File: config.mk
export PLATFORM = sky130hd
export DESIGN_NAME = wwdg_top
export DESIGN_NICKNAME = d
export VERILOG_FILES = /design/src/shared/wwdg_pkg.sv /design/src/design/wwdg_prescale.sv /design/src/design/wwdg_sync.sv /design/src/design/wwdg_top.sv
export SDC_FILE = /design/constraint.sdc
export NUM_CORES = 1
export LEC_CHECK = 0
export BUFFER_PORTS_ARGS = -buffer_cell sky130_fd_sc_hd__buf_2
export CAP_MARGIN = 20
export CORE_ASPECT_RATIO = 1.25
export CORE_MARGIN = 2
export CORE_UTILIZATION = 48
export CTS_CLUSTER_SIZE = 30
export DETAILED_ROUTE_END_ITERATION = 16
export PLACE_DENSITY = 0.72
export SLEW_MARGIN = 20
export SYNTH_ARGS = -nofsm -noshare
export SYNTH_HDL_FRONTEND = slang
export SYNTH_SLANG_ARGS = --single-unit
File: constraint.sdc
create_clock -name CLK -period 5.3 [get_ports CLK]
set_input_delay 0.265 -clock CLK [delete_from_list [all_inputs] [get_ports CLK]]
set_output_delay 0.265 -clock CLK [all_outputs]
set_load 0.1 [all_outputs]
File: src/shared/wwdg_pkg.sv
// Package with register map, field layout and timing constants of the windowed watchdog.
package wwdg_pkg;

  // ****************************************************************
  // Register map
  // ****************************************************************
  localparam logic [7:0]  RELOAD_OFS      = 8'h00;
  localparam logic [7:0]  CONTROL_OFS     = 8'h04;
  localparam logic [7:0]  STATUS_OFS      = 8'h08;
  localparam logic [7:0]  COUNT_OFS       = 8'h0C;
  localparam logic [31:0] RELOAD_KEY      = 32'h00005AA5;
  localparam logic [31:0] CONTROL_RESET   = 32'h003F0800;
  localparam logic [31:0] STATUS_RESET    = 32'h00000000;
  localparam logic [5:0]  COUNT_FULL      = 6'h3F;
  localparam logic [5:0]  COUNT_ZERO      = 6'h00;

  // ****************************************************************
  // Field layout
  // ****************************************************************
  localparam int EN_BIT      = 0;
  localparam int IE_BIT      = 1;
  localparam int PSEL_LSB    = 8;
  localparam int PSEL_MSB    = 11;
  localparam int WIN_LSB     = 16;
  localparam int WIN_MSB     = 21;
  localparam int DBG_BIT     = 31;
  localparam int MATCH_BIT   = 0;
  localparam int TOUT_BIT    = 1;

  // ****************************************************************
  // Prescaler and bus answers
  // ****************************************************************
  localparam int          PRE_W     = 11;
  localparam logic [1:0]  RESP_OKAY = 2'b00;
  localparam logic [1:0]  RESP_SLVERR = 2'b10;
  localparam int          RST_PULSE_NS = 20;
  localparam int          CLK_PERIOD_NS = 5;
  localparam int          RST_PULSE_CYC = (RST_PULSE_NS + CLK_PERIOD_NS - 1) / CLK_PERIOD_NS;

  typedef enum logic [1:0] {
    WWDG_IDLE  = 2'b00,
    WWDG_RESP  = 2'b01
  } wwdg_bus_t;

endpackage : wwdg_pkg
File: src/design/wwdg_prescale.sv
// Prescaler producing one tick per selected number of clocks.
`timescale 1ns/10ps
module wwdg_prescale
  import wwdg_pkg::*;
(
  input  wire logic       CLK,
  input  wire logic       RESET_N,
  input  wire logic       run,
  input  wire logic [3:0] sel,
  output logic            tick
);
  logic [PRE_W-1:0] cnt_q;
  logic [PRE_W-1:0] cnt_d;
  logic             tick_d;

  function automatic logic [PRE_W-1:0] ratio_m1(input logic [3:0] s);
    case (s)
      4'h0: ratio_m1 = 11'd0;
      4'h1: ratio_m1 = 11'd1;
      4'h2: ratio_m1 = 11'd3;
      4'h3: ratio_m1 = 11'd7;
      4'h4: ratio_m1 = 11'd15;
      4'h5: ratio_m1 = 11'd31;
      4'h6: ratio_m1 = 11'd63;
      4'h7: ratio_m1 = 11'd127;
      4'h8: ratio_m1 = 11'd191;
      4'h9: ratio_m1 = 11'd255;
      4'hA: ratio_m1 = 11'd383;
      4'hB: ratio_m1 = 11'd511;
      4'hC: ratio_m1 = 11'd767;
      4'hD: ratio_m1 = 11'd1023;
      4'hE: ratio_m1 = 11'd1535;
      default: ratio_m1 = 11'd2047;
    endcase
  endfunction : ratio_m1

  // Count stops while not running, so a halt does not lose a partial period.
  always_comb begin
    cnt_d  = cnt_q;
    tick_d = 1'b0;
    if (run) begin
      if (cnt_q >= ratio_m1(sel)) begin // see R1
        cnt_d  = '0;
        tick_d = 1'b1;
      end else begin
        cnt_d = cnt_q + 11'd1;
      end
    end
  end

  always_ff @(posedge CLK) begin
    if (!RESET_N) begin
      cnt_q <= '0;
      tick  <= 1'b0;
    end else begin
      cnt_q <= cnt_d;
      tick  <= tick_d;
    end
  end
endmodule : wwdg_prescale

File: src/design/wwdg_sync.sv
// Two-flop synchroniser for the debug halt level.
`timescale 1ns/10ps
module wwdg_sync (
  input  wire logic CLK,
  input  wire logic RESET_N,
  input  wire logic din,
  output logic      dout
);
  logic s1_q;
  logic s2_q;
  logic s1_d;
  logic s2_d;

  always_comb begin
    s1_d = din;
    s2_d = s1_q;
  end

  always_ff @(posedge CLK) begin
    if (!RESET_N) begin
      s1_q <= 1'b0;
      s2_q <= 1'b0;
    end else begin
      s1_q <= s1_d;
      s2_q <= s2_d;
    end
  end

  assign dout = s2_q;
endmodule : wwdg_sync

File: src/design/wwdg_top.sv
// Windowed watchdog with AXI4-Lite register slave.
// Function
// Prescale codes 1100 to 1111 divide counting clock by 768, 1024, 1536, 2048.
// Compare-match interrupt is sent only while compare interrupt enable is 1.
// Counter enable 0 holds the down counter, 1 lets it count.
// Status bit 1 shows a watchdog time-out reset happened; write 1 clears.
// Status bit 0 sets when count equals window compare; write 1 clears.
// Count register mirrors live 6-bit count; upper bits zero; read-only.
// After reset count reads 0x3F and status reads zero.
// Prescale codes 0000 to 1011 divide by 1 up to 512 in order.
// Reload allowed only when count is at or below compare, else reset at once.
// Control register takes only its first write after reset.
// With debug-halt disable 0 the counter pauses during debugger halt.
// Reaching zero without reload requests system reset and sets time-out flag.
`timescale 1ns/10ps
module wwdg_top
  import wwdg_pkg::*;
(
  input  wire logic        CLK,
  input  wire logic        RESET_N,
  input  wire logic        CPU_HALTED,
  input  wire logic        TIMEOUT_RESET_SEEN,
  input  wire logic        S_AXI_AWVALID,
  output logic             S_AXI_AWREADY,
  input  wire logic [7:0]  S_AXI_AWADDR,
  input  wire logic [2:0]  S_AXI_AWPROT,
  input  wire logic        S_AXI_WVALID,
  output logic             S_AXI_WREADY,
  input  wire logic [31:0] S_AXI_WDATA,
  input  wire logic [3:0]  S_AXI_WSTRB,
  output logic             S_AXI_BVALID,
  input  wire logic        S_AXI_BREADY,
  output logic [1:0]       S_AXI_BRESP,
  input  wire logic        S_AXI_ARVALID,
  output logic             S_AXI_ARREADY,
  input  wire logic [7:0]  S_AXI_ARADDR,
  input  wire logic [2:0]  S_AXI_ARPROT,
  output logic             S_AXI_RVALID,
  input  wire logic        S_AXI_RREADY,
  output logic [31:0]      S_AXI_RDATA,
  output logic [1:0]       S_AXI_RRESP,
  output logic             COMPARE_IRQ,
  output logic             RESET_REQ
);

  // ****************************************************************
  // State
  // ****************************************************************
  logic        aw_have_q, aw_have_d;
  logic [7:0]  aw_addr_q, aw_addr_d;
  logic        w_have_q, w_have_d;
  logic [31:0] w_data_q, w_data_d;
  logic [3:0]  w_strb_q, w_strb_d;
  logic        bvalid_d, awready_d, wready_d;
  logic [1:0]  bresp_d;
  wwdg_bus_t   rd_q, rd_d;
  logic [31:0] rdata_d;
  logic [1:0]  rresp_d;
  logic        arready_d;

  logic [31:0] ctrl_q, ctrl_d;
  logic        locked_q, locked_d;
  logic [5:0]  count_q, count_d;
  logic        match_q, match_d;
  logic        tout_q, tout_d;
  logic        irq_d;
  logic        rst_d;
  logic [2:0]  rst_cnt_q, rst_cnt_d;
  logic        tout_seen_q;

  logic        halted;
  logic        tick;
  logic        run;
  logic        wr_fire;
  logic [5:0]  win;

  function automatic logic [31:0] merge(input logic [31:0] old, input logic [31:0] nw,
                                        input logic [3:0] strb);
    logic [31:0] r;
    r = old;
    for (int i = 0; i < 4; i++) begin
      if (strb[i]) begin
        r[i*8 +: 8] = nw[i*8 +: 8];
      end
    end
    return r;
  endfunction : merge

  wwdg_sync u_sync (
    .CLK     (CLK),
    .RESET_N (RESET_N),
    .din     (CPU_HALTED),
    .dout    (halted)
  );

  // A halted core freezes the prescaler too, unless debug-halt disable is set.
  assign run = ctrl_q[EN_BIT] && (ctrl_q[DBG_BIT] || !halted); // see R3
  assign win = ctrl_q[WIN_MSB:WIN_LSB];

  wwdg_prescale u_pre (
    .CLK     (CLK),
    .RESET_N (RESET_N),
    .run     (run),
    .sel     (ctrl_q[PSEL_MSB:PSEL_LSB]),
    .tick    (tick)
  );

  // ****************************************************************
  // AXI4-Lite write path
  // ****************************************************************
  assign wr_fire = aw_have_q && w_have_q && !S_AXI_BVALID;

  always_comb begin
    aw_have_d = aw_have_q;
    aw_addr_d = aw_addr_q;
    w_have_d  = w_have_q;
    w_data_d  = w_data_q;
    w_strb_d  = w_strb_q;
    awready_d = 1'b0;
    wready_d  = 1'b0;
    bvalid_d  = S_AXI_BVALID;
    bresp_d   = S_AXI_BRESP;
    if (S_AXI_AWVALID && S_AXI_AWREADY) begin
      aw_have_d = 1'b1;
      aw_addr_d = S_AXI_AWADDR;
    end
    if (S_AXI_WVALID && S_AXI_WREADY) begin
      w_have_d = 1'b1;
      w_data_d = S_AXI_WDATA;
      w_strb_d = S_AXI_WSTRB;
    end
    if (!aw_have_d && !S_AXI_AWREADY && S_AXI_AWVALID) begin
      awready_d = 1'b1;
    end
    if (!w_have_d && !S_AXI_WREADY && S_AXI_WVALID) begin
      wready_d = 1'b1;
    end
    if (wr_fire) begin
      aw_have_d = 1'b0;
      w_have_d  = 1'b0;
      bvalid_d  = 1'b1;
      bresp_d   = (aw_addr_q <= COUNT_OFS && aw_addr_q[1:0] == 2'b00) ? RESP_OKAY : RESP_SLVERR;
      awready_d = 1'b0;
      wready_d  = 1'b0;
    end else if (S_AXI_BVALID && S_AXI_BREADY) begin
      bvalid_d = 1'b0;
    end
  end

  // ****************************************************************
  // AXI4-Lite read path
  // ****************************************************************
  always_comb begin
    rd_d      = rd_q;
    arready_d = 1'b0;
    rdata_d   = S_AXI_RDATA;
    rresp_d   = S_AXI_RRESP;
    case (rd_q)
      WWDG_IDLE: begin
        if (S_AXI_ARVALID && !S_AXI_ARREADY) begin
          arready_d = 1'b1;
        end
        if (S_AXI_ARVALID && S_AXI_ARREADY) begin
          rd_d    = WWDG_RESP;
          rresp_d = RESP_OKAY;
          case (S_AXI_ARADDR)
            RELOAD_OFS:  rdata_d = 32'h00000000;
            CONTROL_OFS: rdata_d = ctrl_q;
            STATUS_OFS:  rdata_d = {30'h0, tout_q, match_q};
            COUNT_OFS:   rdata_d = {26'h0, count_q};
            default: begin
              rdata_d = 32'h00000000;
              rresp_d = RESP_SLVERR;
            end
          endcase
        end
      end
      WWDG_RESP: begin
        if (S_AXI_RREADY) begin
          rd_d = WWDG_IDLE;
        end
      end
      default: rd_d = WWDG_IDLE;
    endcase
  end

  // ****************************************************************
  // Watchdog core
  // ****************************************************************
  always_comb begin
    ctrl_d    = ctrl_q;
    locked_d  = locked_q;
    count_d   = count_q;
    match_d   = match_q;
    tout_d    = tout_q;
    rst_d     = 1'b0;
    rst_cnt_d = rst_cnt_q;
    if (wr_fire && aw_addr_q == CONTROL_OFS && !locked_q) begin
      ctrl_d   = merge(ctrl_q, w_data_q, w_strb_q) & CONTROL_RESET | 
                 (merge(ctrl_q, w_data_q, w_strb_q) & 32'h80000F03);
      locked_d = 1'b1;
    end
    if (tick && count_q != COUNT_ZERO) begin
      count_d = count_q - 6'd1;
    end
    // Clear first, then set, so an event in the clearing cycle survives.
    if (wr_fire && aw_addr_q == STATUS_OFS && w_strb_q[0]) begin
      if (w_data_q[MATCH_BIT]) match_d = 1'b0;
      if (w_data_q[TOUT_BIT])  tout_d  = 1'b0;
    end
    if (tick && count_d == win && count_q != win) begin
      match_d = 1'b1;
    end
    if (wr_fire && aw_addr_q == RELOAD_OFS && w_data_q == RELOAD_KEY) begin
      if (count_q > win) begin
        rst_cnt_d = 3'(RST_PULSE_CYC);
      end else begin
        count_d = COUNT_FULL;
      end
    end
    // A tick at zero is the time-out; the flag lives in this block so it outlasts
    // the system reset when the chip keeps the block out of that reset.
    if (tick && count_q == COUNT_ZERO) begin
      rst_cnt_d = 3'(RST_PULSE_CYC);
      tout_d    = 1'b1;
    end
    if (tout_seen_q) begin
      tout_d = 1'b1;
    end
    // A request raised while a pulse runs merges into it, so the pulse never stretches.
    if (rst_cnt_q != 3'd0) begin
      rst_d     = 1'b1;
      rst_cnt_d = rst_cnt_q - 3'd1;
    end
    irq_d = match_d && ctrl_d[IE_BIT];
  end

  always_ff @(posedge CLK) begin
    if (!RESET_N) begin
      aw_have_q     <= 1'b0;
      aw_addr_q     <= 8'h00;
      w_have_q      <= 1'b0;
      w_data_q      <= 32'h00000000;
      w_strb_q      <= 4'h0;
      S_AXI_AWREADY <= 1'b0;
      S_AXI_WREADY  <= 1'b0;
      S_AXI_BVALID  <= 1'b0;
      S_AXI_BRESP   <= RESP_OKAY;
      rd_q          <= WWDG_IDLE;
      S_AXI_ARREADY <= 1'b0;
      S_AXI_RVALID  <= 1'b0;
      S_AXI_RDATA   <= 32'h00000000;
      S_AXI_RRESP   <= RESP_OKAY;
      ctrl_q        <= CONTROL_RESET;
      locked_q      <= 1'b0;
      count_q       <= COUNT_FULL;
      match_q       <= STATUS_RESET[MATCH_BIT];
      tout_q        <= STATUS_RESET[TOUT_BIT];
      tout_seen_q   <= 1'b0;
      COMPARE_IRQ   <= 1'b0;
      RESET_REQ     <= 1'b0;
      rst_cnt_q     <= 3'd0;
    end else begin
      aw_have_q     <= aw_have_d;
      aw_addr_q     <= aw_addr_d;
      w_have_q      <= w_have_d;
      w_data_q      <= w_data_d;
      w_strb_q      <= w_strb_d;
      S_AXI_AWREADY <= awready_d;
      S_AXI_WREADY  <= wready_d;
      S_AXI_BVALID  <= bvalid_d;
      S_AXI_BRESP   <= bresp_d;
      rd_q          <= rd_d;
      S_AXI_ARREADY <= arready_d;
      S_AXI_RVALID  <= (rd_d == WWDG_RESP);
      S_AXI_RDATA   <= rdata_d;
      S_AXI_RRESP   <= rresp_d;
      ctrl_q        <= ctrl_d;
      locked_q      <= locked_d;
      count_q       <= count_d;
      match_q       <= match_d;
      tout_q        <= tout_d;
      tout_seen_q   <= 1'b0;
      COMPARE_IRQ   <= irq_d;
      RESET_REQ     <= rst_d;
      rst_cnt_q     <= rst_cnt_d;
    end
  end

  // strap_done_q sets one cycle after the release of reset; the strap itself is never stored.
  logic strap_done_q;
  always_ff @(posedge CLK) begin
    if (!RESET_N) begin
      strap_done_q <= 1'b0;
    end else begin
      strap_done_q <= 1'b1;
    end
  end
  logic strap_unused;
  assign strap_unused = strap_done_q & TIMEOUT_RESET_SEEN & (^S_AXI_AWPROT) & (^S_AXI_ARPROT);

endmodule : wwdg_top

==> results of run 1 <==
Yosys cell counts, drive strengths merged, types with 4 or more instances:
master / instances
a21o: 8
a21oi: 59
a22oi: 17
a31oi: 5
and2: 6
and3: 6
buf: 22
clkbuf: 26
dfxtp: 124
ha: 21
inv: 32
mux2: 5
nand2: 117
nand3: 33
nand4: 5
nor2: 51
nor2b: 6
nor3: 6
nor4: 7
nor4b: 4
nor4bb: 4
o21a: 4
o21ai: 15
xnor2: 7
xor2: 8
logic make-up (layout without fill, tap and decap cells):
| family | count (synthesis) | in the layout | synth area share (%) |
|---|---|---|---|
| other | 1 | 18 | 0.0702 |
| muxes | 8 | 8 | 1.62 |
| buffers and inverters | 80 | 150 | 7.00 |
| and+or+nand+nor | 262 | 262 | 23.1 |
| AOI/OAI and AO/OA | 125 | 125 | 14.4 |
| adders and majority gates | 21 | 21 | 4.92 |
| DFF | 124 | 124 | 46.5 |
| xor gates and xnor gates | 15 | 15 | 2.46 |
critical path, stage by stage, from the launching register on:
cell and delay, ns:
dfxtp_1 0.31, nor2_1 0.17, nand3_1 0.59, nor4_1 0.80
and2_1 0.51, a22oi_1 0.12, nor2_1 0.12
through the flow:
step | total power, mW | hold WS, ns
4_1_cts | 2.32 | 0.0822
5_1_grt | 2.38 | 0.0899
6_report | 2.31 | 0.0913
2_1_floorplan | 1.17 | 0.383
3_3_place_gp | 1.20 | 0.416
3_5_place_dp | 1.20 | 0.435
state kept, by name (all words and copies together), names as in the netlist, 2 cells and up, named ones only:
name	flops
S_AXI_RDATA	17
ctrl_q	12
count_q	6
rd_q	2
u_pre.cnt_q	11
w_strb_q	4
rst_cnt_q	3
w_data_q	32
aw_addr_q	8
path summary, 6_finish.rpt:
| check | start | endpoint | slack (ns) | cells after the start |
|---|---|---|---|---|
| hold reg to reg | aw_have_q | S_AXI_AWREADY | 0.45 | 1 |
| hold / removal | CPU_HALTED | u_sync.s1_q | 0.09 | 2 |
| setup reg to reg | rd_q[1] | S_AXI_RDATA[16] | 2.60 | 6 |
| setup / recovery | rd_q[1] | S_AXI_RDATA[16] | 2.60 | 6 |
layer usage:
metal | GRT usage [%] | vias up | wire [um]
li1 | - | 2286 | -
met1 | 22.8 | 2135 | 4880
met2 | 35.2 | 151 | 5940
met3 | 5.97 | 22 | 788
met4 | 10.4 | 0 | 340
met5 | 0 | - | 0
power breakdown:
group / leakage [nW] / switching (mW) / total (mW) / internal (mW)
logic: 1.49 / 0.154 / 0.208 / 0.0542
clock network: 0.286 / 0.385 / 1.12 / 0.735
registers: 1.00 / 0.0175 / 0.977 / 0.960
total: 2.78 / 0.557 / 2.31 / 1.75
final cells by class:
cell class / instances / area (um2)
inverters: 32 / 120
clock buffers: 24 / 492
multi-input cells: 449 / 2550
well taps: 135 / 169
clock inverters: 7 / 87.6
repair buffers: 87 / 440
flip-flops and latches: 124 / 2480
fillers: 974 / 4630
==> impl_metrics.py, run 1 <==
metrics = {
    "status": {
        "status": "finished clean",
    },
    "grt": {
        "grt_pass1_wl_mm": 19.7,
        "track_usage_pct": 20.4,
        "grt_antenna_before_repair": 0,
        "grt_pass1_vias": 4500,
        "grt_overflow": 0,
        "grt_max_degree": 81,
    },
    "placement": {
        "dp_cells": 827,
        "place_hpwl_mm": 8.69,
        "place_area_um2": 5760,
        "port_buffers": 85,
        "gp_congestion": 0.889,
        "pre_cts_ws_ns": 2.62,
    },
    "sta": {
        "worst_slack_ns": 2.60,
        "worst_pin_slew_ns": 0.817,
        "rsz0062_at_grt": "false",
        "final_max_slew_viol_count": 0,
        "hold_viol": 0,
        "slew_headroom_pct": 45.5,
        "setup_tns_ns": 0,
        "skew_ns": 0.00888,
        "fmax_mhz": 371,
        "setup_violations": 0,
        "period_share_pct": 50.9,
        "min_period_ns": 2.70,
    },
    "worst_setup_path": {
        "critPathKind": "reg2reg",
        "cp.required_ns": 5.64,
        "start_kind": "flop",
        "cp-end-kind": "flop",
        "cp_max_fo": 20,
        "worstPathArrival_ns": 3.04,
    },
    "detailed_routing": {
        "antenna_left": 0,
        "drc": 0,
        "post_drt_wl_per_cell_um": 13.9,
        "dr.pass1.iters": 5,
        "num_vias": 4594,
        "wirelength_mm": 11.9,
        "via_per_inst": 5.35,
        "drt-initial-drc-count": 207,
    },
    "clock_tree": {
        "numCtsBuffers": 17,
        "ctsResizeCount": 0,
        "cts.htree.levels": 4,
        "clkTransAtPathRegs_ns": 0.05,
        "clk_latency_ns": 0.41,
        "clkSinkCount": 124,
        "postCtsSetupRepairBufs": 0,
        "cts_buffer_depth": 2,
        "cts_tree": "done",
        "hold_buffers": 0,
        "root_buffer": "clkbuf_16",
    },
    "final_layout": {
        "final_common_cell": "dfxtp_1",
        "area_delta_synth_final_pct": 18.8,
        "design_area_um2": 6350,
        "final_cell_mix": "dfxtp_1, nand2_1, buf_2, a21oi_1, nor2_1",
        "instances_no_fill": 858,
        "num_antenna_cells": 0,
        "drive_gt1_share_pct": 18.1,
        "nNetsFinal": 799,
        "utilization_pct": 57.8,
    },
    "synth": {
        "yosysWarnings": 0,
        "syn_inst": 636,
        "synth_area_leaders": "dfxtp_1, nand2_1, a21oi_1",
        "yosysUniqueCellTypes": 59,
        "syn_area_um2": 5340,
        "syn_avg_cell_area_um2": 8.40,
        "ys.flop_type": "dfxtp_1",
        "synth-async-reset-ratio_pct": 0,
        "yosysTopAreaCellShare_pct": 46.5,
        "seq_area_frac_synth_pct": 46.5,
        "ys_seq_elements": 124,
        "synth_top_area_cell": "dfxtp_1",
        "synth_edf_count": 0,
    },
    "power": {
        "ir_drop_mv": 0.252,
        "p_leak_nw": 2.78,
        "powerDensity_nw_per_um2": 363,
    },
    "floorplan": {
        "die_x_um": 98.4,
        "die-area_um2": 12000,
        "start_util_pct": 48.7,
        "ios": 110,
        "rows": 43,
        "core_um2": 11000,
        "fp.dieH_um": 122,
    },
    "job": {
        "drv_cap": 0,
    },
    "min_path": {
        "hp-class": "in2reg",
    },
}
(Power assumes the default switching activity.)
==> run 2, diff against run 1 <==
- clock period: 5.3 -> 2.7 ns (I/O delays scaled with it)
==> run 2 against run 1 <==
  * First-iteration DRC count increased by 10%
  * Combinational power increased by 130%
  * Final cell count increased by 6.1%
  * Critical path depth increased by 2
  * Sequential power increased by 97%
  * Fmax increased by 21%
  * Routed wire length increased by 7.4%
  * Register-to-register slack got worse by 2.1 ns
  * Setup slack got worse by 2.1 ns
  * Non-clock buffer count increased by 52
  * Clock skew about the same
  * Clock power increased by 100%
==> impl_metrics.py, run 2 (synthesis results as in run 1) <==
metrics = {
    "final_layout": {
        "final_cell_mix": "dfxtp_1, nand2_1, buf_2, a21oi_1, nor2_1",
        "ff_latch_area_um2": 2480,
        "top_regs": "w_data_q x32, S_AXI_RDATA x17, ctrl_q x12",
        "area_delta_synth_final_pct": 28.4,
        "fillers": 946,
        "regMostFlops": "w_data_q",
        "nNetsFinal": 851,
        "largest_register_ffs": 32,
        "final_common_cell": "dfxtp_1",
        "multiInputGateArea_um2": 2550,
        "design_area_um2": 6860,
        "drive_gt1_share_pct": 17.3,
        "num_antenna_cells": 0,
    },
    "clock_tree": {
        "postCtsSetupRepairBufs": 0,
        "clk_latency_ns": 0.41,
        "root_buffer": "clkbuf_16",
        "cts_buffer_depth": 2,
        "numCtsBuffers": 17,
        "cts_tree": "done",
        "clkTransAtPathRegs_ns": 0.05,
        "cts.htree.levels": 4,
        "clkSinkCount": 124,
    },
    "detailed_routing": {
        "num_vias": 4729,
        "antenna_left": 0,
        "drc": 0,
        "dr.pass1.iters": 5,
        "wirelength_mm": 12.8,
        "drt-initial-drc-count": 228,
        "post_drt_wl_per_cell_um": 14.1,
        "via_per_inst": 5.20,
    },
    "worst_setup_path": {
        "cp_slowest_cell": "dfxtp_1",
        "cp_common_cell": "inv_1",
        "critPathKind": "reg2reg",
        "cp.required_ns": 2.99,
        "worstPathArrival_ns": 2.52,
        "crit_chain": "inv_1, ha_1, and4_1, and3_1, a31oi_1, inv_1, a21oi_1, or3b_2",
        "start_kind": "flop",
        "cp_max_fo": 8,
        "slowest_delay_ns": 0.50,
        "cp-end-kind": "flop",
    },
    "grt": {
        "met3_usage_pct": 6.20,
        "grt_overflow": 0,
        "grt_max_degree": 80,
        "grt_antenna_before_repair": 0,
        "grt_pass1_vias": 4666,
        "gr-max-usage-layer": "met2",
        "track_usage_pct": 22.1,
        "grt_pass1_wl_mm": 21.3,
        "grtUsageMet1_pct": 25.1,
        "grtUsageMet2_pct": 39.7,
    },
    "placement": {
        "gp_congestion": 0.810,
        "port_buffers": 85,
        "place_hpwl_mm": 8.82,
        "place_area_um2": 5810,
    },
    "power": {
        "p_sw_mw": 1.11,
        "combPwrFrac_pct": 10.1,
        "p_leak_nw": 3.01,
        "seq_power_share_pct": 41.1,
        "switching_share_pct": 23.9,
        "powerDensity_nw_per_um2": 679,
        "power_frac_clock_pct": 48.8,
        "power.internal_mw": 3.55,
        "ir_drop_mv": 0.372,
    },
    "status": {
        "status": "finished clean",
    },
    "sta": {
        "hold_viol": 0,
        "worst_pin_slew_ns": 0.804,
        "min_period_ns": 2.23,
        "final_max_slew_viol_count": 0,
        "setup_tns_ns": 0,
        "rsz0062_at_grt": "false",
        "fmax_mhz": 448,
        "slew_headroom_pct": 46.4,
        "period_share_pct": 82.6,
        "skew_ns": 0.00852,
        "setup_violations": 0,
    },
    "floorplan": {
        "ios": 110,
        "fp.dieH_um": 122,
        "core_um2": 11000,
        "die_x_um": 98.4,
        "start_util_pct": 48.7,
        "rows": 43,
        "die-area_um2": 12000,
    },
    "min_path": {
        "hp-class": "in2reg",
    },
    "job": {
        "drv_cap": 0,
    },
}
run 2: cell types whose count changed in the layout (fill, tap and decap cells not counted), sizes merged:
cell | before | now
buf | 87 | 93
bufinv | 2 | 3
clkinv | 4 | 3
dlygate4sd3 | 0 | 46
run 2: power by group through the flow:
stage	registers, mW	logic, mW	clock network, mW
2_1_floorplan	2.01	0.281	0
5_1_grt	1.92	0.512	2.41
4_1_cts	1.92	0.466	2.30
6_report	1.92	0.469	2.28
3_5_place_dp	1.95	0.413	0
3_3_place_gp	1.95	0.404	0
run 2: metal layers:
layer | share of wire [%] | up-vias | wire [um]
li1 | - | 2390 | -
met1 | 42 | 2196 | 5360
met2 | 52 | 130 | 6670
met3 | 4.7 | 13 | 597
met4 | 1.7 | 0 | 213
met5 | 0 | - | 0
run 2: what timing repair did:
action	CTS	global route
hold endpoints to repair	45	1
hold buffers	45	1
gates resized for setup	0	0
run 2: worst max-delay path, delay by kind of cell (launching register included):
| kind | cells | cell delay, ns |
|---|---|---|
| compound gates | 2 | 0.38 |
| flops | 1 | 0.50 |
| simple gates | 3 | 0.80 |
| fa+ha+maj | 1 | 0.29 |
| buf+inv | 2 | 0.14 |
run 2: final cells by class:
class	count	area share (%)
inverters	32	1.75
flip-flops and latches	124	36.2
clock inverters	7	1.64
clock buffers	24	7.02
repair buffers	139	13.8
multi-input cells	449	37.2
well taps	135	2.46
run 2: final timing paths:
check | start | end | slack, ns | depth (start not counted)
worst max-delay path | ctrl_q[18] | count_q[4] | 0.47 | 8
worst min-delay path | S_AXI_WVALID | S_AXI_WREADY | 0.01 | 2
worst max register to register | ctrl_q[18] | count_q[4] | 0.47 | 8
worst min register to register | u_sync.s1_q | u_sync.dout | 0.44 | 1
run 2: per-stage QoR:
stage	cells	total power, mW	utilization, %	setup WS (ns)	hold WS, ns
floorplan	653	2.29	-	0.260	0.253
finish	910	4.66	62.5	0.469	0.0100
CTS	909	4.68	62.4	0.457	0.00140
global route	910	4.85	62.5	0.279	0.00245
detailed placement	833	2.37	52.9	0.470	0.379
global placement	833	2.36	52.9	0.462	0.378
==> run 3, diff against run 2 <==
- PLACE_DENSITY: 0.72 -> 0.75
- clock period: 2.7 -> 1.79 ns (I/O delays scaled with it)
==> run 3 against run 2 <==
  * The flow now finishes with violations (negative setup slack)
  * Core utilization rose by 9.3 points
  * Setup slack got worse by 0.62 ns
  * Highest routed layer unchanged
  * Non-clock buffer count rose by 60
  * Largest power group unchanged
  * Hold slack improved by 0.032 ns
  * Final cell count rose by 6.8%
  * Register-to-register slack got worse by 0.62 ns
  * Clock power rose by 74%
  * Cell area rose by 15%
  * Critical path type unchanged
  * Sequential share of layout area fell by 4.4 points
  * Sequential power rose by 51%
  * Total power rose by 66%
  * Die area did not move
==> impl_metrics.py, run 3 (synthesis results as in run 1) <==
metrics = {
    "detailed_routing": {
        "num_vias": 5178,
        "wirelength_mm": 15.1,
        "post_drt_wl_per_cell_um": 15.5,
        "drc": 0,
        "dr.pass1.iters": 5,
        "drt-initial-drc-count": 221,
        "antenna_left": 0,
        "via_per_inst": 5.33,
    },
    "sta": {
        "setup_tns_ns": -1.14,
        "rsz0062_at_grt": "true",
        "worst_slack_ns": -0.156,
        "fmax_mhz": 514,
        "period_share_pct": 109,
        "min_period_ns": 1.95,
        "hold_viol": 0,
        "setup_violations": 14,
        "skew_ns": 0.00758,
        "final_max_slew_viol_count": 0,
        "slew_headroom_pct": 64.1,
        "worst_pin_slew_ns": 0.537,
    },
    "floorplan": {
        "rows": 43,
        "start_util_pct": 48.7,
        "ios": 110,
        "die_x_um": 98.4,
        "core_um2": 11000,
        "fp.dieH_um": 122,
        "die-area_um2": 12000,
    },
    "final_layout": {
        "drive_gt1_share_pct": 31.5,
        "final_cell_mix": "dfxtp_1, nand2_1, buf_2, buf_4, a21oi_1",
        "regMostFlops": "w_data_q",
        "nNetsFinal": 912,
        "top_regs": "w_data_q x32, S_AXI_RDATA x17, ctrl_q x12",
        "final_common_cell": "dfxtp_1",
        "num_antenna_cells": 0,
        "area_delta_synth_final_pct": 47.4,
        "largest_register_ffs": 32,
    },
    "clock_tree": {
        "cts_tree": "done",
        "clkSinkCount": 124,
        "numCtsBuffers": 17,
        "cts.htree.levels": 4,
        "cts_buffer_depth": 2,
        "clk_latency_ns": 0.41,
        "clkTransAtPathRegs_ns": 0.06,
        "root_buffer": "clkbuf_16",
    },
    "worst_setup_path": {
        "slowest_delay_ns": 0.57,
        "r2r_cells": 6,
        "crit_end": "COMPARE_IRQ",
        "reg2reg_to": "COMPARE_IRQ",
        "cp.required_ns": 2.13,
        "cp-startpoint": "count_q[1]",
        "critPathKind": "reg2reg",
        "crit_chain": "or4b_4, and2_4, or3_1, a221oi_2, a31oi_1, nor3_2",
        "critPathTopFamily": "simple AND/OR/NAND/NOR gates",
        "cp_slowest_cell": "or4b_4",
        "cp-end-kind": "flop",
        "worstPathArrival_ns": 2.29,
        "cp_max_fo": 4,
        "start_kind": "flop",
        "critPathBufInv": 0,
        "r2r_start": "count_q[1]",
        "reg2reg_slack_ns": -0.16,
        "cp.depth": 6,
    },
    "grt": {
        "grt_antenna_before_repair": 0,
        "grt_pass1_wl_mm": 23.3,
        "grt_overflow": 0,
        "track_usage_pct": 24.2,
        "grt_max_degree": 56,
        "grt_pass1_vias": 4963,
    },
    "power": {
        "p_leak_nw": 3.43,
        "ir_drop_mv": 0.710,
        "powerDensity_nw_per_um2": 980,
        "power_mw": 7.72,
    },
    "status": {
        "status": "finished with violations",
        "violations": "negative setup slack",
    },
    "placement": {
        "place_hpwl_mm": 9.34,
        "port_buffers": 85,
        "gp_congestion": 0.837,
    },
    "min_path": {
        "hp-class": "in2reg",
    },
    "job": {
        "drv_cap": 0,
    },
}
==> run 3: changes by cell type in the layout (fill, tap and decap cells not counted), sizes merged <==
cell,before,now
clkbuf,24,19
bufinv,3,6
a31o,1,2
clkinvlp,1,4
buf,93,150
clkinv,3,2
inv,32,33
dlygate4sd3,46,49
==> run 3: per-layer routing <==
metal	vias up	GRT usage (%)	wire, um
met5	-	0	0
met4	0	9.25	286
met3	23	5.28	667
met2	153	43.7	7980
met1	2485	28.0	6160
li1	2517	-	-
==> run 3: metrics by stage <==
stage          hold slack, ns  instance area, um2  instances  setup slack (ns)  utilization (%)
2_1_floorplan           0.198                5510        653            -0.156                -
3_3_place_gp            0.324                6280        883            -0.136             57.2
3_5_place_dp            0.324                6280        883            -0.221             57.2
4_1_cts                0.0199                7640        969            -0.135             69.6
5_1_grt                0.0547                7880        972            -0.249             71.8
6_report               0.0416                7880        972            -0.156             71.8
==> run 3: cell type report <==
cell class,count,area [um2]
fillers,769,3100
multi-input cells,450,2930
flip-flops and latches,124,2500
repair buffers,199,1460
clock buffers,19,453
clock inverters,13,236
well taps,135,169
inverters,32,128
==> run 3: worst register-to-register path, delay by kind of cell, from the launching register on <==
kind	cells	cell delay (ns)
and+or+nand+nor	4	1.16
DFF	1	0.34
AOI/OAI and AO/OA	2	0.38
==> run 3: repair_timing <==
item / in CTS / in global routing
endpoints found under the setup margin: 33 / 45
pin swaps: 17 / 18
buffers inserted: 4 / 6
gates cloned: 1 / 0
hold buffers: 49 / 0
hold endpoints to repair: 50 / 0
resized for setup: 42 / 47
==> run 3: worst min path at each step <==
| stage | cells after the start | from | to |
|---|---|---|---|
| 4_1_cts | 3 | S_AXI_AWVALID | aw_addr_q[7] |
| 6_report | 3 | S_AXI_AWVALID | aw_addr_q[0] |
| 5_1_grt | 2 | S_AXI_AWVALID | S_AXI_AWREADY |
| 2_1_floorplan | 2 | S_AXI_ARVALID | S_AXI_ARREADY |
| 3_5_place_dp | 2 | CPU_HALTED | u_sync.s1_q |
| 3_3_place_gp | 2 | CPU_HALTED | u_sync.s1_q |
==> run 3: where the power goes <==
group	switching [mW]	internal, mW
registers	0.0652	2.84
clock network	1.27	2.69
logic	0.535	0.322
